[config.mk]
export PLATFORM = sky130hd
export DESIGN_NAME = t16cc_top
export DESIGN_NICKNAME = d
export VERILOG_FILES = /design/src/core/t16cc_pkg.sv /design/src/core/t16cc_compare_chan.sv /design/src/core/t16cc_noise_filter.sv /design/src/core/t16cc_top.sv
export SDC_FILE = /design/constraint.sdc
export NUM_CORES = 1
export LEC_CHECK = 0
export BUFFER_PORTS_ARGS = -buffer_cell sky130_fd_sc_hd__buf_2
export CAP_MARGIN = 20
export CELL_PAD_IN_SITES_DETAIL_PLACEMENT = 1
export CELL_PAD_IN_SITES_GLOBAL_PLACEMENT = 1
export CORE_AREA = 2 2 127 159
export DETAILED_ROUTE_END_ITERATION = 12
export DIE_AREA = 0 0 129 161
export PLACE_DENSITY = 0.81
export SLEW_MARGIN = 30
export SYNTH_ARGS = -nofsm -noshare
export SYNTH_HDL_FRONTEND = slang
export SYNTH_SLANG_ARGS = --single-unit
[constraint.sdc]
create_clock -name clock_i -period 2.3 [get_ports clock_i]
set_input_delay 0 -clock clock_i [delete_from_list [all_inputs] [get_ports clock_i]]
set_output_delay 0 -clock clock_i [all_outputs]
set_load 0.03 [all_outputs]
[src/core/t16cc_pkg.sv]
// constants, control carrier and decode helpers of the timer capture/compare block
// assumes an 8-bit register file on a 32-bit Avalon-MM slave, byte offsets below
package t16cc_pkg;
    localparam int DATA_W = 32;
    localparam int ADDR_W = 6;
    localparam int CNT_W = 16;
    localparam int FILT_SAMPLES = 4;
    localparam logic [5:0] OFS_CTRL_A = 6'h00;
    localparam logic [5:0] OFS_CTRL_B = 6'h04;
    localparam logic [5:0] OFS_CTRL_C = 6'h08;
    localparam logic [5:0] OFS_CAP_LO = 6'h0c;
    localparam logic [5:0] OFS_CAP_HI = 6'h10;
    localparam logic [5:0] OFS_CMPA_LO = 6'h14;
    localparam logic [5:0] OFS_CMPA_HI = 6'h18;
    localparam logic [5:0] OFS_CMPB_LO = 6'h1c;
    localparam logic [5:0] OFS_CMPB_HI = 6'h20;
    localparam logic [5:0] OFS_FLAGS = 6'h24;
    localparam logic [5:0] OFS_MASK = 6'h28;
    localparam logic [5:0] OFS_CMP_CTRL = 6'h2c;
    localparam logic [5:0] OFS_OUT_STAT = 6'h30;
    localparam int CA_ACT_A = 6;
    localparam int CA_ACT_B = 4;
    localparam int CA_WGM_LO = 0;
    localparam int CB_FILT_EN = 7;
    localparam int CB_EDGE_RISE = 6;
    localparam int CB_WGM_HI = 3;
    localparam int CC_FORCE_A = 7;
    localparam int CC_FORCE_B = 6;
    localparam int FL_CAP = 0;
    localparam int FL_CMP_A = 1;
    localparam int FL_CMP_B = 2;
    localparam int CS_CAP_SEL = 0;
    localparam logic [7:0] REG_RST = 8'h00;
    localparam logic [15:0] VAL_RST = 16'h0000;
    localparam logic [15:0] TOP_8BIT = 16'h00ff;
    localparam logic [15:0] TOP_9BIT = 16'h01ff;
    localparam logic [15:0] TOP_10BIT = 16'h03ff;
    localparam logic [15:0] TOP_MAX = 16'hffff;

    typedef struct packed {
        logic [1:0] action;
        logic pwm;
        logic upd;
        logic tick;
        logic blk;
        logic frc;
    } t16cc_chan_ctl_t;

    // normal, both clear-on-match modes and the reserved code run unbuffered
    function automatic logic is_pwm(input logic [3:0] wgm);
        is_pwm = !(wgm inside {4'h0, 4'h4, 4'hc, 4'hd});
    endfunction

    function automatic logic cap_is_top(input logic [3:0] wgm);
        cap_is_top = wgm inside {4'h8, 4'ha, 4'hc, 4'he};
    endfunction

    function automatic logic upd_at_bottom(input logic [3:0] wgm);
        upd_at_bottom = wgm inside {4'h8, 4'h9};
    endfunction

    function automatic logic apply_action(input logic [1:0] act, input logic cur);
        unique case (act)
            2'h1: apply_action = ~cur;
            2'h2: apply_action = 1'b0;
            2'h3: apply_action = 1'b1;
            default: apply_action = cur;
        endcase
    endfunction
endpackage

[src/core/t16cc_compare_chan.sv]
// one compare channel: buffer, active compare value, flag and output bit
// assumes tick, block and update strobes already qualified by the caller
`timescale 1ns/10ps
module t16cc_compare_chan (
    input wire logic clock_i,
    input wire logic arst_n_i,
    input wire t16cc_pkg::t16cc_chan_ctl_t ctl_i,
    input wire logic [15:0] counter_i,
    input wire logic wr_i,
    input wire logic [15:0] wr_data_i,
    input wire logic flag_clr_i,
    output logic [15:0] value_o,
    output logic [15:0] active_o,
    output logic flag_o,
    output logic out_bit_o
);
    logic [15:0] buf_reg;
    logic [15:0] active_reg;
    logic flag_reg;
    logic out_reg;
    logic hit;

    // full-width match sampled on the timer tick, dropped after a counter write
    assign hit = ctl_i.tick && !ctl_i.blk && (counter_i == active_reg);

    // buffer mirrors every write so readback is the same in all modes
    always_ff @(posedge clock_i or negedge arst_n_i) begin
        if (!arst_n_i) begin
            buf_reg <= t16cc_pkg::VAL_RST;
        end else if (wr_i) begin
            buf_reg <= wr_data_i;
        end
    end

    always_ff @(posedge clock_i or negedge arst_n_i) begin
        if (!arst_n_i) begin
            active_reg <= t16cc_pkg::VAL_RST;
        end else if (wr_i && !ctl_i.pwm) begin
            active_reg <= wr_data_i;
        end else if (ctl_i.pwm && ctl_i.upd) begin
            active_reg <= buf_reg;
        end
    end

    // set beats clear
    always_ff @(posedge clock_i or negedge arst_n_i) begin
        if (!arst_n_i) begin
            flag_reg <= 1'b0;
        end else if (hit) begin
            flag_reg <= 1'b1;
        end else if (flag_clr_i) begin
            flag_reg <= 1'b0;
        end
    end

    // no mode term in the hold path, so a mode change leaves the bit alone
    always_ff @(posedge clock_i or negedge arst_n_i) begin
        if (!arst_n_i) begin
            out_reg <= 1'b0;
        end else if (hit || (ctl_i.frc && !ctl_i.pwm)) begin
            out_reg <= t16cc_pkg::apply_action(ctl_i.action, out_reg);
        end
    end

    assign value_o = buf_reg;
    assign active_o = active_reg;
    assign flag_o = flag_reg;
    assign out_bit_o = out_reg;

    property p_hit_flag;
        @(posedge clock_i) disable iff (!arst_n_i)
        (ctl_i.tick && !ctl_i.blk && counter_i == active_o) |=> flag_o;
    endproperty
    a_hit_flag: assert property (p_hit_flag) else $error("match did not set flag");

    property p_blk;
        @(posedge clock_i) disable iff (!arst_n_i)
        (ctl_i.tick && ctl_i.blk && !flag_o) |=> !flag_o;
    endproperty
    a_blk: assert property (p_blk) else $error("blocked match set flag");

    property p_frc;
        @(posedge clock_i) disable iff (!arst_n_i)
        (ctl_i.frc && !ctl_i.tick && !flag_o) |=> !flag_o;
    endproperty
    a_frc: assert property (p_frc) else $error("force set the flag");

    property p_buf;
        @(posedge clock_i) disable iff (!arst_n_i)
        (wr_i && ctl_i.pwm && !ctl_i.upd) |=> $stable(active_o) && value_o == $past(wr_data_i);
    endproperty
    a_buf: assert property (p_buf) else $error("buffered write hit active");

    property p_upd;
        @(posedge clock_i) disable iff (!arst_n_i)
        (ctl_i.pwm && ctl_i.upd) |=> active_o == $past(value_o);
    endproperty
    a_upd: assert property (p_upd) else $error("buffer not transferred");

    property p_direct;
        @(posedge clock_i) disable iff (!arst_n_i)
        (wr_i && !ctl_i.pwm) |=> active_o == $past(wr_data_i);
    endproperty
    a_direct: assert property (p_direct) else $error("direct write lost");
endmodule

[src/core/t16cc_noise_filter.sv]
// four-sample agreement filter on the system clock with bypass
// assumes a synchronised input; bypass path keeps the same single flop
`timescale 1ns/10ps
module t16cc_noise_filter #(
    parameter int SAMPLES = t16cc_pkg::FILT_SAMPLES
) (
    input wire logic clock_i,
    input wire logic arst_n_i,
    input wire logic din_i,
    input wire logic enable_i,
    output logic dout_o
);
    logic [SAMPLES-1:0] hist_reg;
    logic out_reg;

    always_ff @(posedge clock_i or negedge arst_n_i) begin
        if (!arst_n_i) begin
            hist_reg <= '0;
        end else begin
            hist_reg <= {hist_reg[SAMPLES-2:0], din_i};
        end
    end

    // clock_i sampling keeps the delay independent of the prescaler
    always_ff @(posedge clock_i or negedge arst_n_i) begin
        if (!arst_n_i) begin
            out_reg <= 1'b0;
        end else if (!enable_i) begin
            out_reg <= din_i;
        end else if (&hist_reg) begin
            out_reg <= 1'b1;
        end else if (~|hist_reg) begin
            out_reg <= 1'b0;
        end
    end

    assign dout_o = out_reg;

    property p_filt_agree;
        @(posedge clock_i) disable iff (!arst_n_i)
        (enable_i && $past(enable_i) && out_reg != $past(out_reg))
            |-> ($past(hist_reg) == {SAMPLES{out_reg}});
    endproperty
    a_filt_agree: assert property (p_filt_agree) else $error("filter moved early");

    property p_filt_bypass;
        @(posedge clock_i) disable iff (!arst_n_i)
        !enable_i |=> (out_reg == $past(din_i));
    endproperty
    a_filt_bypass: assert property (p_filt_bypass) else $error("bypass not one flop");
endmodule

[src/core/t16cc_top.sv]
// capture front end and two compare channels of a 16-bit timer
// assumes counter, prescaler and pin muxing live outside; one wait state per access
//
// Behaviour
// - trigger is pin unless comparator select set
// - source switch may capture; software clears flag
// - filter adds four clocks before capture
// - edge detect off when capture sets top
// - pin sampled whoever drives it
// - filter output moves after four agreeing samples
// - control B bit enables filter, else bypass
// - filter runs on system clock only
// - each capture overwrites the capture value
// - 16-bit match sets flag next tick
// - flag with enable requests irq; ack/w1c clears
// - channel A value can set counter top
// - PWM modes buffer compare, load at top/bottom
// - CPU writes buffer when buffered, else active
// - compare regs CPU-only; high byte direct read
// - high byte latched, low write loads all
// - force updates output in non-PWM modes only, no flag, no counter
// - counter write blocks next tick's matches
// - output bit kept across mode change
// - action bits act immediately, unbuffered
// - capture copies counter and sets flag together
//
// The placing of the registers and register access over Avalon-MM were decided locally.
`timescale 1ns/10ps
module t16cc_top (
    input wire logic clock_i,
    input wire logic arst_n_i,
    input wire logic [5:0] address_i,
    input wire logic read_i,
    input wire logic write_i,
    input wire logic [31:0] writedata_i,
    input wire logic [3:0] byteenable_i,
    output logic [31:0] readdata_o,
    output logic waitrequest_o,
    input wire logic capture_input_pin_i,
    input wire logic comparator_output_i,
    input wire logic [15:0] counter_value_i,
    input wire logic timer_tick_i,
    input wire logic counter_top_i,
    input wire logic counter_bottom_i,
    input wire logic counter_write_i,
    input wire logic capture_irq_ack_i,
    input wire logic [1:0] compare_irq_ack_i,
    output logic capture_irq_o,
    output logic [1:0] compare_irq_o,
    output logic [1:0] compare_output_bit_o,
    output logic [15:0] top_value_o,
    output logic [3:0] waveform_mode_sel_o
);
    logic [7:0] timer_ctrl_a_reg;
    logic [7:0] timer_ctrl_b_reg;
    logic [7:0] comparator_ctrl_status_reg;
    logic [7:0] timer_irq_mask_reg;
    logic [7:0] temp_reg;
    logic [15:0] capture_value_reg;
    logic capture_flag_reg;
    logic wait_reg;
    logic [31:0] readdata_reg;
    logic capture_irq_reg;
    logic [1:0] compare_irq_reg;
    logic [15:0] top_reg;
    logic pin_meta_reg;
    logic pin_sync_reg;
    logic cmp_meta_reg;
    logic cmp_sync_reg;
    logic filt_d_reg;
    logic blk_reg;
    logic filt_out;
    logic trig_src;
    logic edge_hit;
    logic acc;
    logic do_op;
    logic wr_ok;
    logic rd_ok;
    logic [5:0] addr;
    logic [7:0] wd;
    logic [7:0] rd_mux;
    logic [3:0] wgm;
    logic pwm_mode;
    logic cap_sel;
    logic filt_en;
    logic edge_rise;
    logic upd;
    logic [1:0] wr_cmp;
    logic [1:0] frc;
    logic [1:0] cmp_clr;
    logic [1:0] cmp_flag;
    logic [1:0] out_bit;
    logic [15:0] cmp_val [2];
    logic [15:0] cmp_act [2];
    logic cap_wr;
    logic flags_w1c;
    t16cc_pkg::t16cc_chan_ctl_t chan_ctl [2];

    assign addr = {address_i[5:2], 2'b00};
    assign wd = writedata_i[7:0];
    assign wgm = {timer_ctrl_b_reg[t16cc_pkg::CB_WGM_HI+1:t16cc_pkg::CB_WGM_HI],
                  timer_ctrl_a_reg[t16cc_pkg::CA_WGM_LO+1:t16cc_pkg::CA_WGM_LO]};
    assign pwm_mode = t16cc_pkg::is_pwm(wgm);
    assign cap_sel = comparator_ctrl_status_reg[t16cc_pkg::CS_CAP_SEL];
    assign filt_en = timer_ctrl_b_reg[t16cc_pkg::CB_FILT_EN];
    assign edge_rise = timer_ctrl_b_reg[t16cc_pkg::CB_EDGE_RISE];

    // bus handshake: first cycle of a request raises the answer, second completes it
    assign acc = (read_i || write_i) && wait_reg;
    assign do_op = (read_i || write_i) && !wait_reg;
    assign wr_ok = do_op && write_i && byteenable_i[0];
    assign rd_ok = do_op && read_i;

    always_ff @(posedge clock_i or negedge arst_n_i) begin
        if (!arst_n_i) begin
            wait_reg <= 1'b1;
        end else begin
            wait_reg <= !acc;
        end
    end

    always_comb begin
        unique case (addr)
            t16cc_pkg::OFS_CTRL_A: rd_mux = timer_ctrl_a_reg;
            t16cc_pkg::OFS_CTRL_B: rd_mux = timer_ctrl_b_reg;
            t16cc_pkg::OFS_CAP_LO: rd_mux = capture_value_reg[7:0];
            t16cc_pkg::OFS_CAP_HI: rd_mux = temp_reg;
            t16cc_pkg::OFS_CMPA_LO: rd_mux = cmp_val[0][7:0];
            t16cc_pkg::OFS_CMPA_HI: rd_mux = cmp_val[0][15:8];
            t16cc_pkg::OFS_CMPB_LO: rd_mux = cmp_val[1][7:0];
            t16cc_pkg::OFS_CMPB_HI: rd_mux = cmp_val[1][15:8];
            t16cc_pkg::OFS_FLAGS: rd_mux = {5'h00, cmp_flag, capture_flag_reg};
            t16cc_pkg::OFS_MASK: rd_mux = timer_irq_mask_reg;
            t16cc_pkg::OFS_CMP_CTRL: rd_mux = comparator_ctrl_status_reg;
            t16cc_pkg::OFS_OUT_STAT: rd_mux = {6'h00, out_bit};
            default: rd_mux = 8'h00;
        endcase
    end

    always_ff @(posedge clock_i or negedge arst_n_i) begin
        if (!arst_n_i) begin
            readdata_reg <= 32'h00000000;
        end else if (acc) begin
            readdata_reg <= {24'h000000, rd_mux};
        end
    end

    always_ff @(posedge clock_i or negedge arst_n_i) begin
        if (!arst_n_i) begin
            timer_ctrl_a_reg <= t16cc_pkg::REG_RST;
            timer_ctrl_b_reg <= t16cc_pkg::REG_RST;
            timer_irq_mask_reg <= t16cc_pkg::REG_RST;
            comparator_ctrl_status_reg <= t16cc_pkg::REG_RST;
        end else if (wr_ok) begin
            if (addr == t16cc_pkg::OFS_CTRL_A) begin
                timer_ctrl_a_reg <= wd;
            end
            if (addr == t16cc_pkg::OFS_CTRL_B) begin
                timer_ctrl_b_reg <= wd;
            end
            if (addr == t16cc_pkg::OFS_MASK) begin
                timer_irq_mask_reg <= wd;
            end
            if (addr == t16cc_pkg::OFS_CMP_CTRL) begin
                comparator_ctrl_status_reg <= wd;
            end
        end
    end

    // shared high-byte latch: filled by high writes and by capture low reads
    always_ff @(posedge clock_i or negedge arst_n_i) begin
        if (!arst_n_i) begin
            temp_reg <= t16cc_pkg::REG_RST;
        end else if (wr_ok && (addr == t16cc_pkg::OFS_CAP_HI || addr == t16cc_pkg::OFS_CMPA_HI
                               || addr == t16cc_pkg::OFS_CMPB_HI)) begin
            temp_reg <= wd;
        end else if (rd_ok && addr == t16cc_pkg::OFS_CAP_LO) begin
            temp_reg <= capture_value_reg[15:8];
        end
    end

    // pin is sampled as a pin, so port-driven levels capture too
    always_ff @(posedge clock_i or negedge arst_n_i) begin
        if (!arst_n_i) begin
            pin_meta_reg <= 1'b0;
            pin_sync_reg <= 1'b0;
            cmp_meta_reg <= 1'b0;
            cmp_sync_reg <= 1'b0;
        end else begin
            pin_meta_reg <= capture_input_pin_i;
            pin_sync_reg <= pin_meta_reg;
            cmp_meta_reg <= comparator_output_i;
            cmp_sync_reg <= cmp_meta_reg;
        end
    end

    // switching source can look like an edge; software discards it
    assign trig_src = cap_sel ? cmp_sync_reg : pin_sync_reg;

    t16cc_noise_filter #(
        .SAMPLES(t16cc_pkg::FILT_SAMPLES)
    ) u_filter (
        .clock_i(clock_i),
        .arst_n_i(arst_n_i),
        .din_i(trig_src),
        .enable_i(filt_en),
        .dout_o(filt_out)
    );

    always_ff @(posedge clock_i or negedge arst_n_i) begin
        if (!arst_n_i) begin
            filt_d_reg <= 1'b0;
        end else begin
            filt_d_reg <= filt_out;
        end
    end

    assign edge_hit = !t16cc_pkg::cap_is_top(wgm)
                      && (edge_rise ? (filt_out && !filt_d_reg) : (!filt_out && filt_d_reg));
    assign cap_wr = wr_ok && addr == t16cc_pkg::OFS_CAP_LO && t16cc_pkg::cap_is_top(wgm);

    // no read-pending guard: a fresh event always wins
    always_ff @(posedge clock_i or negedge arst_n_i) begin
        if (!arst_n_i) begin
            capture_value_reg <= t16cc_pkg::VAL_RST;
        end else if (edge_hit) begin
            capture_value_reg <= counter_value_i;
        end else if (cap_wr) begin
            capture_value_reg <= {temp_reg, wd};
        end
    end

    assign flags_w1c = wr_ok && addr == t16cc_pkg::OFS_FLAGS;

    always_ff @(posedge clock_i or negedge arst_n_i) begin
        if (!arst_n_i) begin
            capture_flag_reg <= 1'b0;
        end else if (edge_hit) begin
            capture_flag_reg <= 1'b1;
        end else if ((flags_w1c && wd[t16cc_pkg::FL_CAP]) || capture_irq_ack_i) begin
            capture_flag_reg <= 1'b0;
        end
    end

    // a counter write holds its block until the next tick consumes it
    always_ff @(posedge clock_i or negedge arst_n_i) begin
        if (!arst_n_i) begin
            blk_reg <= 1'b0;
        end else begin
            blk_reg <= counter_write_i || (blk_reg && !timer_tick_i);
        end
    end

    assign upd = timer_tick_i
                 && (t16cc_pkg::upd_at_bottom(wgm) ? counter_bottom_i : counter_top_i);
    assign wr_cmp[0] = wr_ok && addr == t16cc_pkg::OFS_CMPA_LO;
    assign wr_cmp[1] = wr_ok && addr == t16cc_pkg::OFS_CMPB_LO;
    assign frc[0] = wr_ok && addr == t16cc_pkg::OFS_CTRL_C && wd[t16cc_pkg::CC_FORCE_A];
    assign frc[1] = wr_ok && addr == t16cc_pkg::OFS_CTRL_C && wd[t16cc_pkg::CC_FORCE_B];
    assign cmp_clr[0] = (flags_w1c && wd[t16cc_pkg::FL_CMP_A]) || compare_irq_ack_i[0];
    assign cmp_clr[1] = (flags_w1c && wd[t16cc_pkg::FL_CMP_B]) || compare_irq_ack_i[1];

    always_comb begin
        for (int i = 0; i < 2; i++) begin
            chan_ctl[i].pwm = pwm_mode;
            chan_ctl[i].upd = upd;
            chan_ctl[i].tick = timer_tick_i;
            chan_ctl[i].blk = blk_reg;
            chan_ctl[i].frc = frc[i];
        end
        chan_ctl[0].action = timer_ctrl_a_reg[t16cc_pkg::CA_ACT_A+1:t16cc_pkg::CA_ACT_A];
        chan_ctl[1].action = timer_ctrl_a_reg[t16cc_pkg::CA_ACT_B+1:t16cc_pkg::CA_ACT_B];
    end

    for (genvar g = 0; g < 2; g++) begin : g_chan
        t16cc_compare_chan u_chan (
            .clock_i(clock_i),
            .arst_n_i(arst_n_i),
            .ctl_i(chan_ctl[g]),
            .counter_i(counter_value_i),
            .wr_i(wr_cmp[g]),
            .wr_data_i({temp_reg, wd}),
            .flag_clr_i(cmp_clr[g]),
            .value_o(cmp_val[g]),
            .active_o(cmp_act[g]),
            .flag_o(cmp_flag[g]),
            .out_bit_o(out_bit[g])
        );
    end

    always_ff @(posedge clock_i or negedge arst_n_i) begin
        if (!arst_n_i) begin
            capture_irq_reg <= 1'b0;
            compare_irq_reg <= 2'b00;
        end else begin
            capture_irq_reg <= capture_flag_reg && timer_irq_mask_reg[t16cc_pkg::FL_CAP];
            compare_irq_reg <= cmp_flag
                    & timer_irq_mask_reg[t16cc_pkg::FL_CMP_B:t16cc_pkg::FL_CMP_A];
        end
    end

    always_ff @(posedge clock_i or negedge arst_n_i) begin
        if (!arst_n_i) begin
            top_reg <= t16cc_pkg::TOP_MAX;
        end else begin
            unique case (wgm)
                4'h1, 4'h5: top_reg <= t16cc_pkg::TOP_8BIT;
                4'h2, 4'h6: top_reg <= t16cc_pkg::TOP_9BIT;
                4'h3, 4'h7: top_reg <= t16cc_pkg::TOP_10BIT;
                4'h4, 4'h9, 4'hb, 4'hf: top_reg <= cmp_act[0];
                4'h8, 4'ha, 4'hc, 4'he: top_reg <= capture_value_reg;
                default: top_reg <= t16cc_pkg::TOP_MAX;
            endcase
        end
    end

    assign readdata_o = readdata_reg;
    assign waitrequest_o = wait_reg;
    assign capture_irq_o = capture_irq_reg;
    assign compare_irq_o = compare_irq_reg;
    assign compare_output_bit_o = out_bit;
    assign top_value_o = top_reg;
    assign waveform_mode_sel_o = wgm;

    property p_cap_copy;
        @(posedge clock_i) disable iff (!arst_n_i)
        edge_hit |=> (capture_value_reg == $past(counter_value_i)) && capture_flag_reg;
    endproperty
    a_cap_copy: assert property (p_cap_copy) else $error("capture not taken with flag");

    property p_cap_top_hold;
        @(posedge clock_i) disable iff (!arst_n_i)
        (t16cc_pkg::cap_is_top(wgm) && !cap_wr) |=> $stable(capture_value_reg);
    endproperty
    a_cap_top_hold: assert property (p_cap_top_hold) else $error("capture in top mode");
endmodule

==> Implementation_results.wiki <==
{| class="wikitable"
! Metric !! Value
|-
| DIE AREA || 20770 um2
|-
| Required time of the worst setup path || ~2.6 ns
|-
| Rows || between 50 and 60
|-
| Routed wire length || just under 30 mm
|-
| Post-route DRC || 0
|-
| R2r endpoint || g_chan[0].u_chan.active_o[0]
|-
| Transition time of the tightest slew-check pin || 0.8431 ns
|-
| Combinational group share of total power || 25.2%
|-
| Area growth from synthesis to final layout || 18.96%
|-
| Via density per instance || around 5.9
|-
| Startpoint class of the critical path || register
|-
| # resized after CTS || 0
|-
| TritonCTS clock tree || built
|-
| Post-synthesis cell count || 807
|-
| Detailed-route via count || 7002
|-
| Total negative slack || 0 ns
|-
| Seq pwr share || between 40% and 50%
|-
| Number of CTS-inserted buffers || 17
|-
| Post-synthesis average cell area || 10.55 um2
|-
| Most common library cells after synthesis || dfrtp_1 (147), nand2_1 (69), mux2_2 (67), nor2_1 (49), mux2i_1 (44)
|-
| Initial cell density of the core || between 40 and 50%
|-
| Ports placed on the boundary || about 130
|-
| Top post-synthesis cells by area || dfrtp_1 (43%), mux2_2 (8.9%), dfstp_2 (5.2%)
|-
| Post-Synthesis Cell Area || 8511 um2
|-
| Max-cap violation count || 0
|-
| Gr ovfl total || 0
|-
| Busiest layer in global routing || met2
|-
| Unrepaired setup endpoints after global routing || false
|-
| Initial drt markers || 533
|-
| Maximum clock frequency || roughly 0.48 GHz
|-
| Routability cong. || just under 0.9
|-
| Clock transition time at the flip-flop clock pins of the worst setup and hold paths || 0.07 ns
|-
| Predominant post-synthesis flop cell || dfrtp_1
|-
| EDFF count, synth || 0
|-
| Router iterations before antenna repair || 5
|-
| Status || finished, final reports clean
|-
| Worst vdd rail ir drop || around 0.0006 V
|-
| Pin count of the biggest net entering global routing || 67
|-
| Most common cell on crit path || mux2i_1
|-
| Met2 usage in global routing || 49.21%
|-
| Maximum root-to-sink buffer count || 2
|-
| Leak Pwr || 4.572 nW
|-
| Post-synth ARST share || 100.0%
|-
| Global routing usage on met3 || 6.062%
|-
| Post-synthesis sequential element count || 164
|-
| Final-report max-slew violation count || 0
|-
| Internal reg-to-reg setup slack || 0.22 ns
|-
| H-tree Lvls || 4
|-
| Switching pwr || 0.003509 W
|-
| Met1 GRT Util || 34.46%
|-
| Final Hold Vio Count || 0
|-
| Remaining max-slew budget at the tightest pin || 43.48%
|-
| Vias in the first global route || around 7500
|-
| All-layer global routing usage || 29.20%
|-
| Depth of the most critical reg-to-reg path || 5
|-
| Die outline height || 161 um
|-
| Kind of path behind the tightest hold check || in2reg
|-
| Sequential fraction of the synthesis area || between 40% and 50%
|-
| CP Cell Sequence || nor3b_2 > mux2i_1 > nor3_2 > mux2i_1 > o21ai_1
|-
| HPWL after detailed placement || roughly 20 mm
|-
| Sw frac || a little over a third
|-
| Fraction of layout cells with a size suffix above 1 || 27.62%
|-
| Number of antenna-violating nets in the routed design || 0
|-
| Number of distinct library cells after synthesis || 71
|-
| Internal || 0.006182 W
|-
| Type of the worst setup path || reg2reg
|-
| Period Utilization, post-route || 90.59%
|-
| Final worst hold slack || 0.04100 ns
|-
| Setup crit end kind || register
|-
| Die width || 129 um
|-
| Worst Setup Slack, final || roughly 0.22 ns
|-
| Fillers || 2101
|-
| Clock latency reported for the late side of the worst-skew pair || 0.44 ns
|-
| Cell at the slowest stage of the critical path || nor3_2
|-
| Hold Path Depth || 3
|-
| Worst Hold Endpoint || g_chan[0].u_chan.active_o[6]
|-
| Worst setup slack before clock tree synthesis || -0.1239 ns
|-
| Global-route wire length before repair || between 40 and 50 mm
|-
| Wire length per cell || 24.34 um
|-
| Time the final worst path needs with I/O delays and setup || between 2 and 2.5 ns
|-
| Largest driver fanout on the critical path || 10
|-
| Initial antenna violation count || 1
|-
| Synth area leader || dfrtp_1
|-
| Setup-failing EPs final || 0
|-
| Area share of the leading cell type in the synthesized netlist || 43.22%
|-
| Buffer cell driving the clock tree root || clkbuf_16
|-
| Largest stage delay on the critical path || 0.74 ns
|-
| Number of nets at the end of the flow || ~990
|-
| Number of synthesis warnings || 0
|-
| Total chip power || around 0.0097 W
|-
| Power density cells || roughly 960 nW/um2
|-
| Worst reg2reg startpoint || timer_ctrl_b_reg[4]
|-
| Clk pwr share || 30.2%
|-
| Crit path arrival time || 2.41 ns
|-
| Min-Delay Startpoint || writedata_i[6]
|-
| Count of input and output buffers || 75
|-
| Cell with the most instances after synthesis || dfrtp_1
|-
| Total number of clock tree sinks || 164
|-
| Core Region || roughly 19000 um2
|-
| Worst setup skew after layout || 0.007332 ns
|}
-- worst max-delay path: cells and delay by family, from the launching register on --
kind	cells	cell delay, ns
flip-flops	1	0.43
multiplexers	2	0.47
AO/OA/AOI/OAI	1	0.08
AND/OR/NAND/NOR	2	0.98
-- power by group through the flow --
stage | logic, W | registers (W) | clock network, W
3_5_place_dp | 0.00232 | 0.00433 | 0
3_3_place_gp | 0.00222 | 0.00430 | 0
6_report | 0.00244 | 0.00432 | 0.00293
4_1_cts | 0.00242 | 0.00430 | 0.00296
2_1_floorplan | 0.00141 | 0.00429 | 0
5_1_grt | 0.00263 | 0.00438 | 0.00308
-- area by class of cell --
class | count | area (um2) | share of cell area, %
inverter | 16 | 60.06 | 0.5932
clock buffer | 17 | 425.4 | 4.202
sequential | 164 | 4125 | 40.74
tap | 265 | 331.6 | 3.275
antenna | 1 | 2.502 | 0.02472
clock inverter | 15 | 170.2 | 1.681
multi-input combinational | 566 | 3935 | 38.87
timing repair buffer | 149 | 1075 | 10.62
-- worst max path at each step --
stage,start,endpoint,slack (ns),cells past startpoint
2_1_floorplan,waitrequest_o,timer_ctrl_a_reg[1],0.46,5
3_3_place_gp,timer_ctrl_b_reg[4],g_chan[0].u_chan.active_o[7],0.07,6
3_5_place_dp,timer_ctrl_b_reg[4],g_chan[0].u_chan.active_o[10],-0.12,6
4_1_cts,timer_ctrl_b_reg[4],g_chan[0].u_chan.active_o[0],0.22,5
5_1_grt,timer_ctrl_b_reg[4],g_chan[0].u_chan.active_o[0],0.08,5
6_report,timer_ctrl_b_reg[4],g_chan[0].u_chan.active_o[0],0.22,5
-- stage by stage --
stage | util, % | instance area, um2 | instances
finish | 52.39 | 10120 | 1193
global route | 52.39 | 10120 | 1193
CTS | 52.37 | 10120 | 1192
detailed placement | 47.57 | 9194 | 1126
global placement | 47.57 | 9194 | 1126
floorplan | - | 8597 | 830
-- repair_timing --
item | 4_1_cts | 5_1_grt
setup buffers | 3 | 0
hold buffers | 30 | 0
setup endpoints to repair | 16 | 0
endpoints found under the hold margin | 104 | 0
-- logic make-up after synthesis --
family          after synthesis  synth area share, %
compound gates              184                14.33
xor+xnor                     33                3.396
buf+inv                     101                6.469
flops                       164                48.47
mux                         113                14.44
other cells                   1              0.04406
simple gates                211                12.85
-- metal layers --
| metal | wire length (um) | vias to the layer above |
|---|---|---|
| met3 | 1582 | 100 |
| met5 | 0 | - |
| met4 | 1681 | 0 |
| met2 | 14600 | 282 |
| li1 | - | 3036 |
| met1 | 11160 | 3584 |
-- cells in the final DEF, fill, tap and decap left out, drive strengths merged, types with 23 or more instances in the layout --
cell | synthesis | layout
dlygate4sd3 | 0 | 30
dfrtp | 147 | 147
buf | 59 | 119
nand2 | 69 | 69
a21oi | 42 | 42
conb | 1 | 24
mux2 | 68 | 68
o21ai | 50 | 50
nor2 | 50 | 50
xor2 | 31 | 31
inv | 15 | 23
mux2i | 44 | 44
(Power assumes the default switching activity.)
